==> src/prat_pkg.sv <==
// Shared constants and types of the peripheral register access path.
// Assumes a single ref_clk domain; slower peripheral rates are enables.
`default_nettype none

package prat_pkg;

  localparam int ADDR_W       = 32;
  localparam int DATA_W       = 32;
  localparam int BUS_N        = 6;
  localparam int IDX_W        = 3;
  localparam int CNT_W        = 4;
  localparam int PCLK_DIV_DEF = 4;

  // Address decode: I/O space top bits, per-bus page in addr[19:16]
  localparam logic [11:0] IO_TOP      = 12'h000;
  localparam logic [3:0]  BUS1_PAGE   = 4'h8;
  localparam logic [3:0]  BUS6_PAGE   = 4'hd;
  localparam logic [3:0]  PAGE_TO_IDX = 4'h7;
  localparam logic [7:0]  EXTBUS_PAGE = 8'h81;
  localparam logic [7:0]  BERR_LINE   = 8'h30;

  // Peripheral bus cycles per bus, entry 0 is bus 1
  localparam logic [BUS_N-1:0][CNT_W-1:0] BUS_CYC_DEF =
    {4'h2, 4'h2, 4'h2, 4'h2, 4'h2, 4'h2};

  typedef enum logic [2:0] {
    PRAT_IDLE = 3'h0,
    PRAT_MAIN = 3'h1,
    PRAT_SYNC = 3'h3,
    PRAT_PBUS = 3'h2,
    PRAT_STRB = 3'h6,
    PRAT_DONE = 3'h7
  } prat_state_type;

endpackage : prat_pkg

`default_nettype wire

==> src/prat_dec_if.sv <==
// Carrier between the access sequencer and its decoder/divider.
// Assumes both ends sit on ref_clk.
`default_nettype none

interface prat_dec_if;
  import prat_pkg::*;
  logic [ADDR_W-1:0] addr;
  logic [IDX_W-1:0]  bus_idx;
  logic              need_sync;
  logic [CNT_W-1:0]  bus_cyc;
  logic              pclk_en;

  modport dec (input addr, output bus_idx, output need_sync, output bus_cyc, output pclk_en);
  modport seq (output addr, input bus_idx, input need_sync, input bus_cyc, input pclk_en);
endinterface : prat_dec_if

`default_nettype wire

==> src/prat_bridge.sv <==
// Core to peripheral register access sequencer.
// Assumes core request and transfer-controller request come from ref_clk logic,
// and that the core holds its request until acknowledged.
// Operation
// - Access cycles: main plus sync plus peripheral
// - Sync only for buses 2-6, external control
// - Main plus sync within one peripheral cycle
// - Next access starts core cycle after completion
// - Transfer controller contention adds cycles
`default_nettype none

module prat_bridge #(
  parameter int                                              PCLK_DIV = prat_pkg::PCLK_DIV_DEF,
  parameter logic [prat_pkg::BUS_N-1:0][prat_pkg::CNT_W-1:0] BUS_CYC  = prat_pkg::BUS_CYC_DEF
) (
  input  wire logic                          ref_clk,
  input  wire logic                          srst,
  input  wire logic                          core_req,
  input  wire logic                          core_we,
  input  wire logic [prat_pkg::ADDR_W-1:0]   core_addr,
  input  wire logic [prat_pkg::DATA_W-1:0]   core_wdata,
  output logic                               core_wait,
  output logic                               core_ack,
  output logic [prat_pkg::DATA_W-1:0]        core_rdata,
  input  wire logic                          xfer_req,
  output logic [prat_pkg::IDX_W-1:0]         per_bus,
  output logic [prat_pkg::ADDR_W-1:0]        per_addr,
  output logic [prat_pkg::DATA_W-1:0]        per_wdata,
  output logic                               per_we,
  output logic                               per_stb,
  input  wire logic [prat_pkg::DATA_W-1:0]   per_rdata
);
  import prat_pkg::*;

  typedef struct packed {
    prat_state_type     state;
    logic [CNT_W-1:0]   cnt;
    logic               sync;
    logic [IDX_W-1:0]   bus;
    logic [ADDR_W-1:0]  addr;
    logic [DATA_W-1:0]  wdata;
    logic               we;
    logic [DATA_W-1:0]  rdata;
    // len, span and stalled feed only the timing checks
    logic [CNT_W-1:0]   len;
    logic [7:0]         span;
    logic               stalled;
  } prat_seq_state_type;

  prat_seq_state_type st_reg;
  prat_seq_state_type st_next;
  logic               tick;

  prat_dec_if dif ();

  prat_decode #(
    .PCLK_DIV (PCLK_DIV),
    .BUS_CYC  (BUS_CYC)
  ) u_decode (
    .ref_clk (ref_clk),
    .srst    (srst),
    .dec     (dif)
  );

  assign dif.addr = core_addr;

  // Synced buses and external control count peripheral cycles, the rest of bus 1 counts core cycles
  assign tick = st_reg.sync ? dif.pclk_en : 1'b1;

  always_comb begin
    st_next = st_reg;
    // Cost of the running access; restarts whenever the sequencer idles
    if (st_reg.state == PRAT_IDLE) begin
      st_next.span    = 8'h00;
      st_next.stalled = 1'b0;
    end else begin
      st_next.span    = st_reg.span + 8'h01;
      st_next.stalled = st_reg.stalled || xfer_req;
    end
    unique case (st_reg.state)
      PRAT_IDLE: begin
        // Transfer controller owns the bus: hold off the core
        if (core_req && !xfer_req) begin
          st_next.state = PRAT_MAIN;
          st_next.bus   = dif.bus_idx;
          st_next.sync  = dif.need_sync;
          st_next.cnt   = dif.bus_cyc;
          st_next.len   = dif.bus_cyc;
          st_next.addr  = core_addr;
          st_next.wdata = core_wdata;
          st_next.we    = core_we;
        end
      end
      PRAT_MAIN: begin
        // Leaving on the enable keeps main plus sync inside one slow cycle
        if (!st_reg.sync || dif.pclk_en) begin
          st_next.state = PRAT_PBUS;
        end else begin
          st_next.state = PRAT_SYNC;
        end
      end
      PRAT_SYNC: begin
        if (dif.pclk_en) begin
          st_next.state = PRAT_PBUS;
        end
      end
      PRAT_PBUS: begin
        if (tick && !xfer_req) begin
          if (st_reg.cnt <= CNT_W'(1)) begin
            st_next.state = PRAT_STRB;
          end else begin
            st_next.cnt = st_reg.cnt - CNT_W'(1);
          end
        end
      end
      PRAT_STRB: begin
        st_next.state = PRAT_DONE;
        if (!st_reg.we) begin
          st_next.rdata = per_rdata;
        end
      end
      PRAT_DONE: begin
        st_next.state = PRAT_IDLE;
      end
      default: begin
        st_next.state = PRAT_IDLE;
      end
    endcase
  end

  always_ff @(posedge ref_clk) begin
    if (srst) begin
      st_reg <= '0;
    end else begin
      st_reg <= st_next;
    end
  end

  assign core_wait  = core_req && (st_reg.state != PRAT_DONE);
  assign core_ack   = (st_reg.state == PRAT_DONE);
  assign core_rdata = st_reg.rdata;
  assign per_bus    = st_reg.bus;
  assign per_addr   = st_reg.addr;
  assign per_wdata  = st_reg.wdata;
  assign per_we     = st_reg.we;
  assign per_stb    = (st_reg.state == PRAT_STRB);

  localparam int SYNC_MAX = PCLK_DIV;

  // Synced access cost: bus cycles stretched by the divider, plus main/sync and strobe
  logic [7:0] span_floor;
  logic [7:0] span_cap;
  assign span_floor = (8'(st_reg.len) * 8'(PCLK_DIV)) + 8'h02;
  assign span_cap   = (8'(st_reg.len) * 8'(PCLK_DIV)) + 8'(PCLK_DIV) + 8'h01;
endmodule : prat_bridge

`default_nettype wire

==> src/prat_decode.sv <==
// Address decoder and peripheral clock enable divider.
// Assumes addr is stable from logic on ref_clk.
`default_nettype none

module prat_decode #(
  parameter int                                              PCLK_DIV = prat_pkg::PCLK_DIV_DEF,
  parameter logic [prat_pkg::BUS_N-1:0][prat_pkg::CNT_W-1:0] BUS_CYC  = prat_pkg::BUS_CYC_DEF
) (
  input  wire logic ref_clk,
  input  wire logic srst,
  prat_dec_if.dec   dec
);
  import prat_pkg::*;

  typedef struct packed {
    logic [7:0] div_cnt;
  } prat_dec_state_type;

  prat_dec_state_type st_reg;
  prat_dec_state_type st_next;
  logic               in_io;
  logic [IDX_W-1:0]   idx;
  logic               ext_ctl;

  localparam logic [7:0] DIV_LAST = 8'(PCLK_DIV - 1);

  always_comb begin
    st_next = st_reg;
    if (st_reg.div_cnt == DIV_LAST) begin
      st_next.div_cnt = 8'h00;
    end else begin
      st_next.div_cnt = st_reg.div_cnt + 8'h01;
    end
  end

  always_ff @(posedge ref_clk) begin
    if (srst) begin
      st_reg <= '0;
    end else begin
      st_reg <= st_next;
    end
  end

  // Unmapped addresses fall on bus 1 so the core never hangs
  assign in_io = (dec.addr[31:20] == IO_TOP) && (dec.addr[19:16] >= BUS1_PAGE)
                 && (dec.addr[19:16] <= BUS6_PAGE);
  assign idx   = in_io ? IDX_W'(dec.addr[19:16] - PAGE_TO_IDX) : IDX_W'(1);
  // External bus control needs sync, its bus error block does not
  assign ext_ctl = in_io && (dec.addr[19:12] == EXTBUS_PAGE) && (dec.addr[11:4] != BERR_LINE);

  assign dec.bus_idx   = idx;
  assign dec.need_sync = (idx != IDX_W'(1)) || ext_ctl;
  assign dec.bus_cyc   = BUS_CYC[idx - IDX_W'(1)];
  assign dec.pclk_en   = (st_reg.div_cnt == DIV_LAST);

endmodule : prat_decode

`default_nettype wire

==> config.mk <==
export PLATFORM = sky130hd
export DESIGN_NAME = prat_bridge
export DESIGN_NICKNAME = d
export VERILOG_FILES = /design/src/prat_pkg.sv /design/src/prat_dec_if.sv /design/src/prat_bridge.sv /design/src/prat_decode.sv
export SDC_FILE = /design/constraint.sdc
export NUM_CORES = 1
export LEC_CHECK = 0
export BUFFER_PORTS_ARGS = -buffer_cell sky130_fd_sc_hd__buf_4
export CAP_MARGIN = 5
export CORE_AREA = 2 2 117 119
export DETAILED_ROUTE_END_ITERATION = 16
export DIE_AREA = 0 0 119 121
export GPL_ROUTABILITY_DRIVEN = 0
export GPL_TIMING_DRIVEN = 0
export PLACE_DENSITY_LB_ADDON = 0.3
export RECOVER_POWER = 100
export SLEW_MARGIN = 20
export SYNTH_ARGS = -nofsm -noshare
export SYNTH_HDL_FRONTEND = slang
export SYNTH_HIERARCHICAL = 1
export SYNTH_SLANG_ARGS = --single-unit
==> constraint.sdc <==
create_clock -name ref_clk -period 2.55 [get_ports ref_clk]
set_clock_uncertainty 0.05 [all_clocks]
set_input_delay 0.1275 -clock ref_clk [delete_from_list [all_inputs] [get_ports ref_clk]]
set_output_delay 0.1275 -clock ref_clk [all_outputs]
set_load 0.05 [all_outputs]
==> impl_metrics.csv <==
group,metric,value,unit
yosys,synthCells,663,
layout,area_delta_synth_final,55.81,%
sta,worst_pin_slew,759.9,ps
die,die_w,119,um
placement,pre_cts_slack,-128.4,ps
sta,max_freq,431.1,MHz
die,pin_count,204,
grt,track_usage,0.2145,
die,rows,42,
yosys,synth-seq-cells,116,
power_and_ir_drop,power_leakage,3.363,nW
yosys,synth.area.top_cells,"dfxtp_1 45%, nand2_1 15%, buf_4 15%, a21oi_1 10%, clkbuf_1 2.2%",
layout,design_area,0.008083,mm^2
sta,tns,0,ps
yosys,async_flop_share,0,
yosys,synth_ff_type,"dfxtp_1",
drt,drtIter0Drc,237,
die,core-area,0.01309,mm^2
yosys,synth_cell_types,39,
cts,numCtsBuffers,17,
cts,tritoncts_num_sinks,116,
grt,grt_pass1_vias,5155,
cts,cts_tree,"done",
grt,grt_max_degree,17,
yosys,ys_seq_area_frac,0.4477,
die,initial_core_util,0.3964,
critical_path,worstPathArrival,2520,ps
grt,antenna_found_initial,0,
critical_path,crit_family,"compound AO/OA/AOI/OAI gates",
critical_path,startpoint_type,"register",
outcome,run_status,"finished, final reports clean",
drt,wl_per_cell,13.05,um
yosys,netlist_area,0.005187,mm^2
cts,cts_buffer_depth,2,
layout,multiInputGateArea,0.001956,mm^2
drt,firstDrtPassIters,9,
yosys,synth_area_leader_cell,"dfxtp_1",
job,maxCapViolCount,0,
die,die_y,121,um
yosys,synth-edff-count,0,
cts,cts_root_buffer,"clkbuf_16",
sta,setup_viol,0,
sta,rsz0062_at_grt,"no",
die,die_area,0.01440,mm^2
placement,placed_area,0.006939,mm^2
critical_path,critPathKind,"reg2reg",
sta,slew_violations,0,
power_and_ir_drop,finalPower,4.891,mW
layout,nNetsFinal,1092,
cts,path_clk_slew,50,ps
hold_path,hp-class,"in2reg",
critical_path,critPathSlowestCell,"or4b_4",
grt,grt_pass1_wl,24.34,mm
critical_path,crit_chain,"ha_2, or4b_4, nor4_4, inv_1, a21oi_4, a31oi_2, a311oi_1, a211oi_1",
sta,slew_headroom,0.4896,
sta,fin_crit_sh,0.9097,
sta,final_hold_viol_count,0,
placement,hpwlAfterDp,10.08,mm
critical_path,crit_path_max_fanout,5,
sta,period_needed,2320,ps
power_and_ir_drop,powerDensity,605.1,mW/mm^2
layout,fillers,1202,
yosys,synth_warnings,6,
drt,ant_nets,0,
grt,grt.overflow.total,0,
placement,port_buffers,203,
critical_path,slowest_delay,490,ps
layout,diodes,0,
layout,post-route-util,0.6177,
layout,final-seq-area,0.002322,mm^2
drt,viasPerCell,4.465,
power_and_ir_drop,vdd_drop_max,0.0003532,V
drt,drt_wl_total,15.30,mm
cts,h-tree-depth,4,
critical_path,critical_path_required,2750,ps
sta,fin_ws,230.4,ps
critical_path,path_buf_inv,1,
drt,post-route-drc-count,0,
layout,drive_gt1_frac,0.2410,
critical_path,cp-end-kind,"register",
yosys,synth_top_area_share,0.4477,
yosys,post_synth.cell_area_avg,7.824,um^2
cts,clk_latency,400,ps
drt,vias,5233,
## layout make-up
cell class / instances / share of cell area
Clock inverter: 6 / 0.006811
Timing Repair Buffer: 301 / 0.2621
Multi-Input combinational cell: 403 / 0.2420
Sequential cell: 116 / 0.2873
Inverter: 8 / 0.003715
Clock buffer: 24 / 0.05836
Tap cell: 176 / 0.02724
Buffer: 138 / 0.1125
## through the flow
| step | hold slack (ps) | cells |
|---|---|---|
| 6_report | 106.0 | 1172 |
| 5_1_grt | 149.8 | 1172 |
| 4_1_cts | 99.02 | 1172 |
| 3_5_place_dp | 332.9 | 1044 |
| 3_3_place_gp | 326.0 | 1044 |
| 2_1_floorplan | 213.5 | 665 |
## synthesized netlist by cell type (3+ instances only)
| library cell | n |
|---|---|
| nand2_1 | 207 |
| dfxtp_1 | 116 |
| a21oi_1 | 108 |
| buf_4 | 103 |
| clkbuf_1 | 30 |
| nor2_1 | 15 |
| inv_1 | 8 |
| ha_1 | 6 |
| buf_2 | 5 |
| nand2b_1 | 5 |
| nand3_1 | 5 |
| or3_1 | 5 |
| a31oi_1 | 4 |
| nor4_1 | 4 |
| o21ai_0 | 4 |
| a211oi_1 | 3 |
| and3_1 | 3 |
| nor2b_1 | 3 |
| nor3b_1 | 3 |
## timing repair
action	4_1_cts	5_1_grt
setup buffers	0	0
hold buffers	98	0
setup endpoints to repair	4	3
pin swaps	0	1
resized for setup	3	3
endpoints found under the hold margin	105	0
## metal layers
layer	share of wire	track usage	up-vias
met3	0.060	0.05874	31
met1	0.42	0.2357	2332
met4	0.028	0.1034	0
li1	-	-	2695
met2	0.49	0.3822	175
met5	0	0	-
## kinds of logic after synthesis
kind of cell,count (synthesis),synth area share
xor+xnor,4,0.006755
other cells,2,0.001448
compound gates,126,0.1324
fa+ha+maj,6,0.01447
flops,116,0.4477
simple gates,263,0.2159
buf+inv,146,0.1814
## final timing paths
kind                           start           to  slack [ps]  cells past startpoint
setup / recovery  u_decode/st_reg[0]  st_reg[115]         230                      8
hold reg to reg          per_addr[5]  per_addr[5]         400                      2
hold / removal              xfer_req  st_reg[118]         110                      5
setup reg to reg  u_decode/st_reg[0]  st_reg[115]         230                      8
## worst reg2reg max path, cell delays in order (launching register included)
cell,delay [ps]
dfxtp_1,390
ha_2,240
or4b_4,490
nor4_4,170
inv_1,110
a21oi_4,190
a31oi_2,170
a311oi_1,280
a211oi_1,80
## placed cells by master (no fill, tap or decap), drive strengths merged, types with 5 or more instances in the layout
| cell | n |
|---|---|
| dfxtp | 116 |
| nor4 | 5 |
| nand2 | 207 |
| clkinv | 5 |
| nor2 | 15 |
| ha | 6 |
| nand3 | 5 |
| dlygate4sd3 | 98 |
| a21oi | 108 |
| nand2b | 5 |
| buf | 207 |
| clkbuf | 158 |
| or3 | 5 |
| inv | 8 |
## where the power goes
part / internal, mW / switching [mW] / leakage [nW] / total [mW]
sequential: 1.88 / 0.0412 / 0.942 / 1.93
combinational: 0.362 / 0.474 / 2.16 / 0.837
clock: 1.37 / 0.761 / 0.263 / 2.13
(Power assumes the default switching activity.)
